[config.mk]
export PLATFORM = sky130hd
export DESIGN_NAME = aac_top
export DESIGN_NICKNAME = d
export VERILOG_FILES = /design/src/hw/aac_pkg.sv /design/src/hw/aac_top.sv /design/src/hw/aac_format.sv
export SDC_FILE = /design/constraint.sdc
export NUM_CORES = 1
export LEC_CHECK = 0
export BUFFER_PORTS_ARGS = -buffer_cell sky130_fd_sc_hd__buf_2
export CELL_PAD_IN_SITES_DETAIL_PLACEMENT = 1
export CELL_PAD_IN_SITES_GLOBAL_PLACEMENT = 2
export CORE_MARGIN = 2
export CORE_UTILIZATION = 34
export DETAILED_ROUTE_END_ITERATION = 6
export PLACE_DENSITY_LB_ADDON = 0.1
export SETUP_SLACK_MARGIN = 0.2
export SLEW_MARGIN = 30
export SYNTH_ARGS = -nofsm -noshare
export SYNTH_HDL_FRONTEND = slang
export SYNTH_SLANG_ARGS = --single-unit
[constraint.sdc]
create_clock -name sys_clk -period 2.66 [get_ports sys_clk]
set_clock_uncertainty 0.1 [all_clocks]
set_input_delay 0.266 -clock sys_clk [delete_from_list [all_inputs] [get_ports sys_clk]]
set_output_delay 0.266 -clock sys_clk [all_outputs]
set_load 0.02 [all_outputs]
[src/hw/aac_pkg.sv]
package aac_pkg;
  // ---------------------------------------------------------------
  // register map and fields
  // ---------------------------------------------------------------
  localparam logic [7:0] ACCUM_CONFIG_ADDR = 8'hBA;
  localparam logic [7:0] RESULT_HIGH_ADDR  = 8'hBE;
  localparam logic [7:0] RESULT_LOW_ADDR   = 8'hBD;
  localparam logic [7:0] ACCUM_CONFIG_RST  = 8'h00;
  localparam int         TWELVE_BIT_POS    = 7;
  localparam int         ACCUM_EN_POS      = 6;
  localparam int         SJ_LSB            = 3;
  localparam int         RPT_LSB           = 0;
  localparam int         RESULT_W          = 16;
  localparam int         SAMPLE_W          = 12;
  localparam logic [2:0] SJ_LEFT           = 3'h4;
  localparam logic [2:0] SJ_MAX_RIGHT      = 3'h3;
  localparam logic [2:0] RPT_MAX           = 3'h5;
  localparam logic [15:0] RESULT_RST       = 16'h0000;

  // ---------------------------------------------------------------
  // types
  // ---------------------------------------------------------------
  typedef struct packed {
    logic       twelve_bit_mode_en;
    logic       accumulate_en;
    logic [2:0] shift_justify_sel;
    logic [2:0] burst_repeat_count;
  } aac_cfg_s;

  typedef struct packed {
    logic       wr;
    logic       rd;
    logic [7:0] addr;
    logic [7:0] wdata;
  } aac_sfr_req_s;

  typedef enum logic [1:0] {AAC_IDLE, AAC_BURST} aac_state_e;

  // number of conversions for a repeat code
  function automatic logic [6:0] aac_rpt_count(input logic [2:0] code);
    case (code)
      3'h0:    aac_rpt_count = 7'h01;
      3'h1:    aac_rpt_count = 7'h04;
      3'h2:    aac_rpt_count = 7'h08;
      3'h3:    aac_rpt_count = 7'h10;
      3'h4:    aac_rpt_count = 7'h20;
      3'h5:    aac_rpt_count = 7'h40;
      default: aac_rpt_count = 7'h01;
    endcase
  endfunction : aac_rpt_count
endpackage : aac_pkg

[src/hw/aac_top.sv]
`timescale 1ns/100ps
// Notes on behaviour
// RULE1 - config bit 7 set selects 12-bit conversion mode, clear leaves it off.
// RULE2 - outside burst, bit 6 set sums conversions; clear keeps only the latest.
// RULE3 - software clears the sum by writing zero to both result bytes.
// RULE4 - accumulate enable is write-only and always reads back as zero.
// RULE5 - bits 5:3 codes 0..3 right-justify, shifting right 0..3 bits.
// RULE6 - code 4 left-justifies, shifting left 4 bits in 12-bit mode or 6 bits otherwise; higher codes are reserved.
// RULE7 - in burst, bits 2:0 select 1,4,8,16,32 or 64 summed conversions.
// RULE8 - software sets repeat count to zero when burst mode is off.
module aac_top (
  input  wire logic                  sys_clk,
  input  wire logic                  rst_n,
  input  wire logic                  clk_en,
  input  wire aac_pkg::aac_sfr_req_s sfr_req,
  output logic      [7:0]            sfr_rdata,
  input  wire logic                  burst_mode_en,
  input  wire logic                  conv_done,
  input  wire logic [11:0]           conv_data,
  output logic                       conv_start,
  output logic                       twelve_bit_mode_en,
  output logic                       burst_done
);
  import aac_pkg::*;

  // ---------------------------------------------------------------
  // configuration register
  // ---------------------------------------------------------------
  aac_cfg_s   cfg;
  logic [15:0] sum;
  logic [15:0] view;
  logic [6:0]  burst_left;
  aac_state_e  state;
  logic        cfg_wr;
  logic        clr_hi;
  logic        clr_lo;

  assign cfg_wr = sfr_req.wr && sfr_req.addr == ACCUM_CONFIG_ADDR;

  always_ff @(posedge sys_clk) begin
    if (!rst_n) begin
      cfg <= aac_cfg_s'(ACCUM_CONFIG_RST);
    end else if (clk_en && cfg_wr) begin
      cfg <= aac_cfg_s'(sfr_req.wdata);
    end
  end

  assign twelve_bit_mode_en = cfg.twelve_bit_mode_en; // [RULE1]

  // ---------------------------------------------------------------
  // zero writes to the result pair
  // ---------------------------------------------------------------
  // both bytes must be written with zero before the sum restarts
  always_ff @(posedge sys_clk) begin
    if (!rst_n) begin
      clr_hi <= 1'b0;
      clr_lo <= 1'b0;
    end else if (clk_en) begin
      if (sfr_req.wr && sfr_req.addr == RESULT_HIGH_ADDR)
        clr_hi <= (sfr_req.wdata == 8'h00);
      else if (clr_hi && clr_lo)
        clr_hi <= 1'b0;
      if (sfr_req.wr && sfr_req.addr == RESULT_LOW_ADDR)
        clr_lo <= (sfr_req.wdata == 8'h00);
      else if (clr_hi && clr_lo)
        clr_lo <= 1'b0;
    end
  end

  // ---------------------------------------------------------------
  // burst sequencing
  // ---------------------------------------------------------------
  // reserved repeat codes fall back to one conversion
  always_ff @(posedge sys_clk) begin
    if (!rst_n) begin
      state      <= AAC_IDLE;
      burst_left <= 7'h00;
      conv_start <= 1'b0;
      burst_done <= 1'b0;
    end else if (clk_en) begin
      conv_start <= 1'b0;
      burst_done <= 1'b0;
      case (state)
        AAC_IDLE: begin
          if (burst_mode_en && conv_done) begin
            burst_left <= aac_rpt_count(cfg.burst_repeat_count) - 7'h01; // [RULE7]
            if (aac_rpt_count(cfg.burst_repeat_count) == 7'h01)
              burst_done <= 1'b1;
            else begin
              state      <= AAC_BURST;
              conv_start <= 1'b1;
            end
          end
        end
        AAC_BURST: begin
          if (conv_done) begin
            burst_left <= burst_left - 7'h01;
            if (burst_left == 7'h01) begin
              state      <= AAC_IDLE;
              burst_done <= 1'b1;
            end else
              conv_start <= 1'b1;
          end
        end
        default: state <= AAC_IDLE;
      endcase
    end
  end

  // ---------------------------------------------------------------
  // result accumulation
  // ---------------------------------------------------------------
  // a burst starts fresh; a conversion in the clear cycle still counts
  always_ff @(posedge sys_clk) begin
    if (!rst_n) begin
      sum <= RESULT_RST;
    end else if (clk_en) begin
      if (conv_done) begin
        if (burst_mode_en && state == AAC_IDLE)
          sum <= 16'(conv_data); // [RULE7]
        else if (burst_mode_en || cfg.accumulate_en) begin
          if (clr_hi && clr_lo)
            sum <= 16'(conv_data); // [RULE3]
          else
            sum <= sum + 16'(conv_data); // [RULE2]
        end else
          sum <= 16'(conv_data); // [RULE2]
      end else if (clr_hi && clr_lo) begin
        sum <= RESULT_RST; // [RULE3]
      end
    end
  end

  // ---------------------------------------------------------------
  // read path
  // ---------------------------------------------------------------
  aac_format u_format (
    .shift_justify_sel  (cfg.shift_justify_sel),
    .twelve_bit_mode_en (cfg.twelve_bit_mode_en),
    .sum                (sum),
    .view               (view)
  ); // [RULE5] [RULE6]

  always_ff @(posedge sys_clk) begin
    if (!rst_n) begin
      sfr_rdata <= 8'h00;
    end else if (clk_en) begin
      if (sfr_req.addr == ACCUM_CONFIG_ADDR)
        sfr_rdata <= {cfg.twelve_bit_mode_en, 1'b0, cfg.shift_justify_sel,
                      cfg.burst_repeat_count}; // [RULE4]
      else if (sfr_req.addr == RESULT_HIGH_ADDR)
        sfr_rdata <= view[15:8];
      else if (sfr_req.addr == RESULT_LOW_ADDR)
        sfr_rdata <= view[7:0];
      else
        sfr_rdata <= 8'h00;
    end
  end

  // ---------------------------------------------------------------
  // checks
  // ---------------------------------------------------------------
  chk_accen_reads_zero: assert property (@(posedge sys_clk) disable iff (!rst_n) // [RULE4]
    clk_en && sfr_req.addr == ACCUM_CONFIG_ADDR |=> sfr_rdata[ACCUM_EN_POS] == 1'b0)
    else $error("accumulate enable read back nonzero");
  chk_twelve_follows: assert property (@(posedge sys_clk) disable iff (!rst_n) // [RULE1]
    clk_en && cfg_wr |=> twelve_bit_mode_en == $past(sfr_req.wdata[TWELVE_BIT_POS]))
    else $error("12-bit mode did not follow config write");
  chk_latest_only: assert property (@(posedge sys_clk) disable iff (!rst_n) // [RULE2]
    clk_en && conv_done && !burst_mode_en && !cfg.accumulate_en
    |=> sum == 16'($past(conv_data)))
    else $error("sum not replaced by latest conversion");
  chk_accum_adds: assert property (@(posedge sys_clk) disable iff (!rst_n) // [RULE2]
    clk_en && conv_done && !burst_mode_en && cfg.accumulate_en && !(clr_hi && clr_lo)
    |=> sum == $past(sum) + 16'($past(conv_data)))
    else $error("sum did not accumulate");
  chk_clear_zero: assert property (@(posedge sys_clk) disable iff (!rst_n) // [RULE3]
    clk_en && clr_hi && clr_lo && !conv_done |=> sum == RESULT_RST)
    else $error("sum not cleared");
  chk_right_shift: assert property (@(posedge sys_clk) // [RULE5]
    cfg.shift_justify_sel <= SJ_MAX_RIGHT |-> view == (sum >> cfg.shift_justify_sel))
    else $error("right justify shift wrong");
  chk_left_just: assert property (@(posedge sys_clk) // [RULE6]
    cfg.shift_justify_sel == SJ_LEFT && cfg.twelve_bit_mode_en |-> view == (sum << 4))
    else $error("left justify wrong");
  chk_burst_single: assert property (@(posedge sys_clk) disable iff (!rst_n) // [RULE7]
    clk_en && state == AAC_IDLE && burst_mode_en && conv_done
    && cfg.burst_repeat_count == 3'h0 |=> burst_done && state == AAC_IDLE)
    else $error("single burst did not finish");
  chk_burst_range: assert property (@(posedge sys_clk) disable iff (!rst_n) // [RULE7]
    state == AAC_BURST |-> burst_left <= 7'h3F)
    else $error("burst count out of range");
  // view checks carry no reset guard: the formatter is pure wiring
  chk_left_ten: assert property (@(posedge sys_clk) // [RULE6]
    cfg.shift_justify_sel == SJ_LEFT && !cfg.twelve_bit_mode_en |-> view == (sum << 6))
    else $error("10-bit left justify wrong");
  chk_sj_reserved: assert property (@(posedge sys_clk) // [RULE6]
    cfg.shift_justify_sel > SJ_LEFT |-> view == sum)
    else $error("reserved shift code altered the result");
  chk_cfg_frozen: assert property (@(posedge sys_clk) disable iff (!rst_n) // [RULE1]
    !clk_en |=> cfg == $past(cfg))
    else $error("config changed while clock enable low");
  chk_cfg_readback: assert property (@(posedge sys_clk) disable iff (!rst_n) // [RULE5]
    clk_en && sfr_req.addr == ACCUM_CONFIG_ADDR
    |=> sfr_rdata[SJ_LSB +: 3] == $past(cfg.shift_justify_sel))
    else $error("shift field read back wrong");
  chk_result_high: assert property (@(posedge sys_clk) disable iff (!rst_n) // [RULE5]
    clk_en && sfr_req.addr == RESULT_HIGH_ADDR |=> sfr_rdata == $past(view[15:8]))
    else $error("result high byte read wrong");
  chk_result_low: assert property (@(posedge sys_clk) disable iff (!rst_n) // [RULE5]
    clk_en && sfr_req.addr == RESULT_LOW_ADDR |=> sfr_rdata == $past(view[7:0]))
    else $error("result low byte read wrong");
  chk_burst_start: assert property (@(posedge sys_clk) disable iff (!rst_n) // [RULE7]
    clk_en && state == AAC_IDLE && burst_mode_en && conv_done
    |=> sum == 16'($past(conv_data)))
    else $error("burst did not start from the first conversion");
  chk_burst_last: assert property (@(posedge sys_clk) disable iff (!rst_n) // [RULE7]
    clk_en && state == AAC_BURST && conv_done && burst_left == 7'h01
    |=> burst_done && state == AAC_IDLE)
    else $error("burst did not end after its last conversion");
  chk_clear_done: assert property (@(posedge sys_clk) disable iff (!rst_n) // [RULE3]
    clk_en && clr_hi && clr_lo && !sfr_req.wr |=> !clr_hi && !clr_lo)
    else $error("clear request not retired");
endmodule : aac_top

[src/hw/aac_format.sv]
`timescale 1ns/100ps
module aac_format (
  input  wire logic [2:0]  shift_justify_sel,
  input  wire logic        twelve_bit_mode_en,
  input  wire logic [15:0] sum,
  output logic      [15:0] view
);
  import aac_pkg::*;
  // left justify puts the sample msb at bit 15; 10-bit results need 6 bits
  always_comb begin
    view = sum;
    if (shift_justify_sel == SJ_LEFT) begin
      if (twelve_bit_mode_en)
        view = sum << 4;
      else
        view = sum << 6;
    end else if (shift_justify_sel <= SJ_MAX_RIGHT) begin
      view = sum >> shift_justify_sel;
    end
  end
endmodule : aac_format

-- Word-level counts from Yosys, hierarchy flattened
Cells that the tools add are included.
- register bits: 45
- logic and storage cells: 89
- input port bits: 35
- output and inout bits: 11
- shifts and indexed selects: 1
- equality and inequality tests: 16
- order comparisons: 1
- $add $sub $neg: 3
- multiplexer cells: 37
- reduce and logical (&&, ||, !) cells: 19
- operator list (kind ; number):
    $mux 16 ; 8
    $mux 7 ; 6
    $pmux 7 s5 ; 1
    $eq 8x8->1 const B ; 3
    $mux 8 ; 3
    $add 16x12->16 ; 1
    $shr 16x3->16 ; 1
    $eq 7x1->1 const B ; 2
    $pmux 7 s2 ; 1
    $sub 7x1->7 const B ; 2
    $mux 1 ; 11
    $eq 3x3->1 const B ; 3
    $logic_not 8->1 ; 1
    $mux 2 ; 4
    $ne 2x2->1 const B ; 4
    $reduce_bool 2->1 ; 4
    $logic_and 1x1->1 ; 7
    $eq 3x2->1 const B ; 2
    $reduce_and 2->1 ; 3
    $reduce_and 5->1 ; 1
    $pmux 1 s2 ; 2
    $pmux 2 s2 ; 1
    $reduce_and 4->1 ; 1
    $eq 3x1->1 const B ; 1
    other kinds (4) ; 4

-- Longest topological paths before layout
Gate-level depths: netlist of the first run.
- depth after elaboration: 10
- depth in mapped cells: 9

-- Hierarchy
From an unflattened synthesis of the first run, not the netlist that was laid out.
- cells, all modules: 464
- area, all modules: 3689.8 um^2
- modules (own cells, without submodules) (module ; cells an instance ; instances ; area each (um^2) ; sequential area each (um^2)):
    aac_top ; 352 ; 1 ; 2790.2 ; 880.8
    aac_format ; 112 ; 1 ; 899.6 ; 0.0

-- Least setup slack after synthesis of the first run
No wires, ideal clock.
- path type: register to register
- start: register sum[0]
- end: register sum[14]
- buffers on the path: 0
- period minus slack after synthesis: 2.264 ns
- required time: 2.440 ns
- setup time: 0.120 ns
- slack: 0.396 ns
- data arrival time: 2.044 ns
- stages on the path, launching flop included: 10
- cell sequence: dfxtp_1 ha_1 inv_1 fa_1 nor2b_1 o211ai_1 a31oi_1 o41ai_2 o211a_1 o31a_1
- word-level cells in the longest chain between the ends: 5
- ends and longest elaborated chain (element ; line ; text):
    start, declared ; aac_top.sv:30 ; logic [15:0] sum;
    start signal, assigned ; aac_top.sv:120 ; sum <= 16'(conv_data);
    start signal, assigned ; aac_top.sv:123 ; sum <= 16'(conv_data);
    start signal, assigned ; aac_top.sv:125 ; sum <= sum + 16'(conv_data);
    $add 16x12->16 ; aac_top.sv:125 ;
    $mux 16 ; aac_top.sv:122 ; if (clr_hi && clr_lo)
    $mux 16 ; aac_top.sv:121 ; else if (burst_mode_en || cfg.accumulate_en) begin
    $mux 16 ; aac_top.sv:119 ; if (burst_mode_en && state == AAC_IDLE)
    $mux 16 ; aac_top.sv:118 ; if (conv_done) begin
No other way between the ends.
A chain may end at the register's enable or synchronous reset.

-- Worst setup path after layout of the first run
- start: register cfg[4] (netlist bit)
- end: register sfr_rdata[3]
- word-level cells in the longest chain between the ends: 6
- ends and longest elaborated chain (element ; line ; text):
    start, declared ; aac_top.sv:29 ; aac_cfg_s cfg;
    start signal, assigned ; aac_top.sv:42 ; cfg <= aac_cfg_s'(ACCUM_CONFIG_RST);
    start signal, assigned ; aac_top.sv:44 ; cfg <= aac_cfg_s'(sfr_req.wdata);
    $le 3x2->1 / $shr 16x3->16 (equally long branches) ; aac_format.sv:17, aac_format.sv:18 ;
    $mux 16 ; aac_format.sv:17 ; end else if (shift_justify_sel <= SJ_MAX_RIGHT) begin
    $mux 16 (*) ; aac_format.sv:12 ; if (shift_justify_sel == SJ_LEFT) begin
    $mux 8 ; aac_top.sv:153 ; else if (sfr_req.addr == RESULT_LOW_ADDR)
    $mux 8 (*) ; aac_top.sv:151 ; else if (sfr_req.addr == RESULT_HIGH_ADDR)
    $mux 8 (*) ; aac_top.sv:148 ; if (sfr_req.addr == ACCUM_CONFIG_ADDR)
    end signal, assigned ; aac_top.sv:149 ; sfr_rdata <= {cfg.twelve_bit_mode_en, 1'b0, cfg.shift_justify_sel,
    end signal, assigned ; aac_top.sv:152 ; sfr_rdata <= view[15:8];
    end signal, assigned ; aac_top.sv:154 ; sfr_rdata <= view[7:0];
    end, declared ; aac_top.sv:16 ; output logic [7:0] sfr_rdata,
Mark *: on every way between the ends. The rest lies on a longest branch, timed or not.

==> flow_metrics.tcl, run 1 <==
set metrics [dict create \
    overflow 0 \
    grt_pass1_wl_um 19100 \
    clkSlewWorstSetupHoldPaths_ns 0.09 \
    cts_max_level 2 \
    cts.sinks 44 \
    synthCells 457 \
    syn-cell-area_um2 3540 \
    vias 3648 \
    post-route-period-util_pct 89.1 \
    power.switching_uw 426 \
    yosys_register_bits 44 \
    antenna_cells 0 \
    coreArea_um2 10200 \
    synth_cell_types 71 \
    yosysMostFrequentCell "nor2_1" \
    cts_buffers 5 \
    top_level_ports 46 \
    synth_top_cell_by_area "dfxtp_1" \
    drive_gt1_share_pct 19.0 \
    worst_slew_pin_slew_ns 0.608 \
    place_ws_ns 0.141 \
    finalSetupTns_ns 0 \
    async_flop_share_pct 0 \
    die_y_um 106 \
    clock_path_buffers 2 \
    drt.antenna.violating_nets 0 \
    first_pass_iters 7 \
    power_density_nw_per_um2 342 \
    nets 556 \
    rows 37 \
    synth_area_per_cell_um2 7.75 \
    min_period_ns 2.37 \
    hpwl_um 8870 \
    yosys-top-cells-area "dfxtp_1, mux2i_1, nor2_1" \
    yosys_most_used_dff "dfxtp_1" \
    root_buffer "clkbuf_8" \
    grt_use_total_pct 21.2 \
    cts_tree "built" \
    vdd_drop_max_mv 0.164 \
    gp_congestion 0.826 \
    insertion_delay_ns 0.31 \
    reg2reg_from "cfg[4]$_SDFFE_PN0P_" \
    hold_path_depth 3 \
    max-cap-violations 0 \
    drc 0 \
    die_area_um2 11300 \
    hold_path.class "in -> reg" \
    drv_slew 0 \
    ys_seq_area_share_pct 24.9 \
    critPathLaunch "cfg[4]$_SDFFE_PN0P_" \
    setup_viol 0 \
    synth_common_cells "nor2_1, dfxtp_1, a21oi_1, nand2_1, mux2i_1" \
    cp-start-kind "flip-flop" \
    first_iter_violations 145 \
    synth_top_area_share_pct 24.9 \
    grt_max_degree 31 \
    rsz0062_at_grt "no" \
    synth_edf_count 0 \
    synth_warnings 0 \
    rrSetupSlack_ns 0.29 \
    grt_pass1_vias 3597 \
    fin_ws_ns 0.291 \
    p_comb_share_pct 18.1 \
    critical_path_arrival_ns 2.47 \
    cts_setup_buffers 0 \
    seq_power_share_pct 48.5 \
    fmaxAchievable_mhz 422 \
    sw_frac_of_total_pct 30.1 \
    fillers 1272 \
    p_clk_share_pct 33.4 \
    p_int_uw 990 \
    start_util_pct 34.6 \
    worstPathRequired_ns 2.76 \
    routed_wl_um 11500 \
    p_leak_nw 1.52 \
    status "finished, final reports clean" \
    rr_worst_depth 6 \
    hold_viol_final 0 \
    setup.worst_path.end_class "flip-flop" \
    syn_nets 508 \
    area_delta_synth_final_pct 16.7 \
    r2r-end "sfr_rdata[3]$_SDFFE_PN0P_" \
    die_x_um 106 \
    path_class "reg -> reg" \
    routedWlPerCell_um 18.0 \
    port_buffers 44 \
    vias_per_cell 5.68 \
    p_total_mw 1.42 \
    max_slew_margin_pct 59.4 \
    antenna_found_initial 0 \
    endpoint "sfr_rdata[3]$_SDFFE_PN0P_" \
    crit_fanout 9 \
]
==> stage by stage <==
step / utilization (%) / cell area, um^2 / hold WS [ns] / instances
after floorplan: - / 3540 / 0.308 / 457
after global placement: 39.1 / 4000 / 0.372 / 634
after detailed placement: 39.1 / 4000 / 0.381 / 634
after CTS: 40.1 / 4100 / 0.101 / 642
after global routing: 40.4 / 4130 / 0.110 / 642
final: 40.4 / 4130 / 0.109 / 642
==> logic make-up after synthesis <==
group,after synthesis,synth area share (%)
AO/OA/AOI/OAI,145,27.4
XOR/XNOR,10,2.47
adder cells (fa/ha/maj),16,5.86
buffers and inverters,44,5.23
flip-flops,44,24.9
multiplexers,39,12.1
AND/OR/NAND/NOR,159,22.0
==> registers in the layout (all words and copies together), names as in the netlist <==
name and flops:
burst_done 1, burst_left 7, cfg 7, clr_hi 1
clr_lo 1, conv_start 1, sfr_rdata 8, state 1
sum 16, twelve_bit_mode_en 1
==> power by group through the flow <==
stage,registers (mW),logic [mW],clock network [mW]
global route,0.688,0.288,0.513
CTS,0.686,0.254,0.492
global placement,0.700,0.247,0
detailed placement,0.701,0.253,0
floorplan,0.704,0.150,0
finish,0.686,0.257,0.473
==> how the worst min path moves through the flow <==
stage / start / to / slack, ns
after detailed placement: burst_left[3]$_SDFFE_PN0P_ / burst_left[3]$_SDFFE_PN0P_ / 0.38
after global placement: burst_left[3]$_SDFFE_PN0P_ / burst_left[3]$_SDFFE_PN0P_ / 0.37
after floorplan: rst_n / sfr_rdata[7]$_SDFFE_PN0P_ / 0.31
after global routing: sfr_req[3] / cfg[3]$_SDFFE_PN0P_ / 0.11
final: sfr_req[1] / cfg[1]$_SDFFE_PN0P_ / 0.11
after CTS: sfr_req[1] / cfg[1]$_SDFFE_PN0P_ / 0.10
==> area by class of cell <==
cell class / instances / area [um^2] / area share, %
clock inverter: 1 / 7.51 / 0.182
timing repair buffer: 70 / 415 / 10.0
tap: 136 / 170 / 4.12
clock buffer: 7 / 86.3 / 2.09
inverter: 15 / 56.3 / 1.36
sequential: 44 / 882 / 21.3
multi-input combinational: 369 / 2520 / 60.9
==> repair_timing <==
action	4_1_cts	5_1_grt
endpoints found under the setup margin	1	4
pin swaps	0	1
hold buffers	0	0
resized for setup	1	7
==> per-layer routing <==
| layer | wire, um | share of wire, % | track usage (%) |
|---|---|---|---|
| met5 | 0 | 0 | 0 |
| met2 | 5520 | 48 | 36.0 |
| met4 | 141 | 1.2 | 4.70 |
| met3 | 312 | 2.7 | 2.82 |
| met1 | 5560 | 48 | 28.5 |
==> cell usage in the layout (no fill, tap or decap), types with 3 or more instances in the layout <==
cell type / count
mux4_2: 3
o21a_1: 3
clkbuf_8: 6
buf_4: 26
ha_1: 15
a221oi_1: 6
nor3_1: 13
inv_1: 13
nor2_1: 56
xnor2_1: 4
buf_2: 44
and3_1: 6
mux2i_1: 34
a22oi_1: 9
nand2_1: 40
and2_1: 6
a311oi_1: 3
xor2_1: 6
o21ai_0: 21
nor4_1: 3
o22ai_1: 9
nand3_1: 7
o21ai_1: 5
a31oi_1: 5
a21o_1: 3
dfxtp_1: 43
nand2b_1: 6
o211ai_1: 14
a21oi_1: 40
==> worst max-delay path, stage by stage, from the launching register on <==
cell and delay [ns]:
dfxtp_1 0.47, nor2_1 0.46, nor2_1 0.20, and3_1 0.23
a2111oi_1 0.55, buf_4 0.22, a21oi_2 0.04
(Power assumes the default switching activity.)
==> inputs of run 2 (changes only) <==
- CTS_BUF_LIST: unset -> sky130_fd_sc_hd__clkbuf_8 sky130_fd_sc_hd__clkbuf_16
- PLACE_DENSITY: unset -> 0.84
- PLACE_DENSITY_LB_ADDON: 0.1 -> unset
==> run 2 against run 1 <==
  * Fmax is 2.9% higher
  * Via count is 0.47% higher
  * Critical path depth rose by 3
  * Critical path type unchanged
  * Core utilization is 0.42 points higher
  * Largest power group unchanged
  * Die area is the same
  * Combinational power grew 2%
==> flow_metrics.tcl, run 2 (synthesis results as in run 1) <==
set metrics [dict create \
    status "finished, final reports clean" \
    power_density_nw_per_um2 367 \
    hold_viol_final 0 \
    post-route-period-util_pct 86.6 \
    top_regs "sum x16, sfr_rdata x8" \
    first_pass_iters 4 \
    insertion_delay_ns 0.31 \
    drt.antenna.violating_nets 0 \
    grt_pass1_wl_um 19200 \
    area_delta_synth_final_pct 17.9 \
    cp-start-kind "flip-flop" \
    crit_chain "ha_1, inv_1, fa_2, nor2b_2, o211ai_1, a31oi_2, o41ai_4, o211a_1, o31a_1" \
    utilization_pct 40.8 \
    finalSetupTns_ns 0 \
    setup.worst_path.end_class "flip-flop" \
    overflow 0 \
    top_level_ports 46 \
    clock_path_buffers 2 \
    rsz0062_at_grt "no" \
    globalRoute.busiestLayer "met2" \
    max-cap-violations 0 \
    hold_buffers 0 \
    grt_use_met2_pct 35.8 \
    cts.sinks 44 \
    start_util_pct 34.6 \
    path_class "reg -> reg" \
    critical_path_arrival_ns 2.40 \
    layout_common_cells "nor2_1, dfxtp_1, buf_2, a21oi_1, nand2_1" \
    port_buffers 44 \
    critical_path.max_stage_delay_ns 0.36 \
    nets 558 \
    clkSlewWorstSetupHoldPaths_ns 0.09 \
    worst_slew_pin_slew_ns 0.772 \
    grt_max_degree 31 \
    drive_gt1_share_pct 19.1 \
    fillers 1283 \
    die_x_um 106 \
    met3_usage_pct 2.45 \
    cts_buffers 5 \
    crit_fanout 4 \
    routed_wl_um 11500 \
    drv_slew 0 \
    largest_register "sum" \
    antenna_cells 0 \
    drc 0 \
    p_leak_nw 1.55 \
    min_period_ns 2.30 \
    setup_viol 0 \
    hpwl_um 8770 \
    hold_path.class "in -> reg" \
    max_slew_margin_pct 48.5 \
    largest_register_ff_count 16 \
    root_buffer "clkbuf_8" \
    routedWlPerCell_um 17.9 \
    p_total_mw 1.53 \
    grt_pass1_vias 3814 \
    grt_use_total_pct 21.1 \
    gp_congestion 0.850 \
    rows 37 \
    critical-path-slowest-cell "fa_2" \
    fmaxAchievable_mhz 434 \
    antenna_found_initial 0 \
    vias 3665 \
    grtUsageMet1_pct 28.1 \
    critical-path-top-delay-family "compound AO/OA/AOI/OAI gates" \
    layout_commonest_cell "nor2_1" \
    cts_max_level 2 \
    first_iter_violations 180 \
    cts_tree "built" \
    coreArea_um2 10200 \
    die_y_um 106 \
    die_area_um2 11300 \
    vdd_drop_max_mv 0.283 \
    cp_num_buf_inv 1 \
    vias_per_cell 5.69 \
    worstPathRequired_ns 2.76 \
]
-- run 2: changes by cell type in the layout (fill, tap and decap cells not counted), sizes merged --
| cell | delta |
|---|---|
| buf | +2 |
| bufinv | +1 |
| clkinvlp | -1 |
-- run 2: what timing repair did --
| item | in CTS | in global routing |
|---|---|---|
| endpoints found under the setup margin | 1 | 4 |
| gates cloned | 0 | 0 |
| pin swaps | 0 | 1 |
| endpoints found under the hold margin | 0 | 0 |
| setup buffers | 0 | 1 |
| resized for setup | 1 | 5 |
-- run 2: power by group --
part | internal (mW) | switching, mW
Sequential | 0.671 | 0.0131
Combinational | 0.108 | 0.154
Clock | 0.332 | 0.256
Total | 1.11 | 0.423
-- run 2: path summary, 6_finish.rpt --
path / cells after the start / slack (ns) / from / to
setup / recovery: 9 / 0.36 / sum[0]$_SDFFE_PN0P_ / sum[14]$_SDFFE_PN0P_
hold / removal: 3 / 0.11 / sfr_req[1] / cfg[1]$_SDFFE_PN0P_
setup reg to reg: 9 / 0.36 / sum[0]$_SDFFE_PN0P_ / sum[14]$_SDFFE_PN0P_
hold reg to reg: 2 / 0.40 / burst_left[3]$_SDFFE_PN0P_ / burst_left[3]$_SDFFE_PN0P_
-- run 2: stage by stage --
| stage | hold slack (ns) | instances | worst slack (ns) | area, um^2 |
|---|---|---|---|---|
| floorplan | 0.308 | 457 | 0.396 | 3540 |
| global placement | 0.371 | 635 | 0.171 | 4010 |
| detailed placement | 0.393 | 635 | 0.159 | 4010 |
| CTS | 0.113 | 643 | 0.245 | 4140 |
| global route | 0.132 | 644 | 0.197 | 4180 |
| finish | 0.114 | 644 | 0.357 | 4180 |
-- run 2: area by class of cell --
cell class	instances	area, um^2	share of cell area [%]
tap	136	170	4.07
clock inverter	1	30.0	0.719
multi-input combinational	369	2510	60.2
timing repair buffer	72	430	10.3
clock buffer	7	96.3	2.31
inverter	15	56.3	1.35
sequential	44	881	21.1
-- run 2: metal layers --
layer | routed length (um) | vias up
met3 | 362 | 11
li1 | - | 1797
met1 | 5520 | 1795
met4 | 181 | 0
met5 | 0 | -
met2 | 5430 | 62
-- run 2: worst min-delay path, delay by kind of cell --
kind / cells / cell delay (ns)
buffers and inverters: 1 / 0.09
muxes: 1 / 0.06
and+or+nand+nor: 1 / 0.07
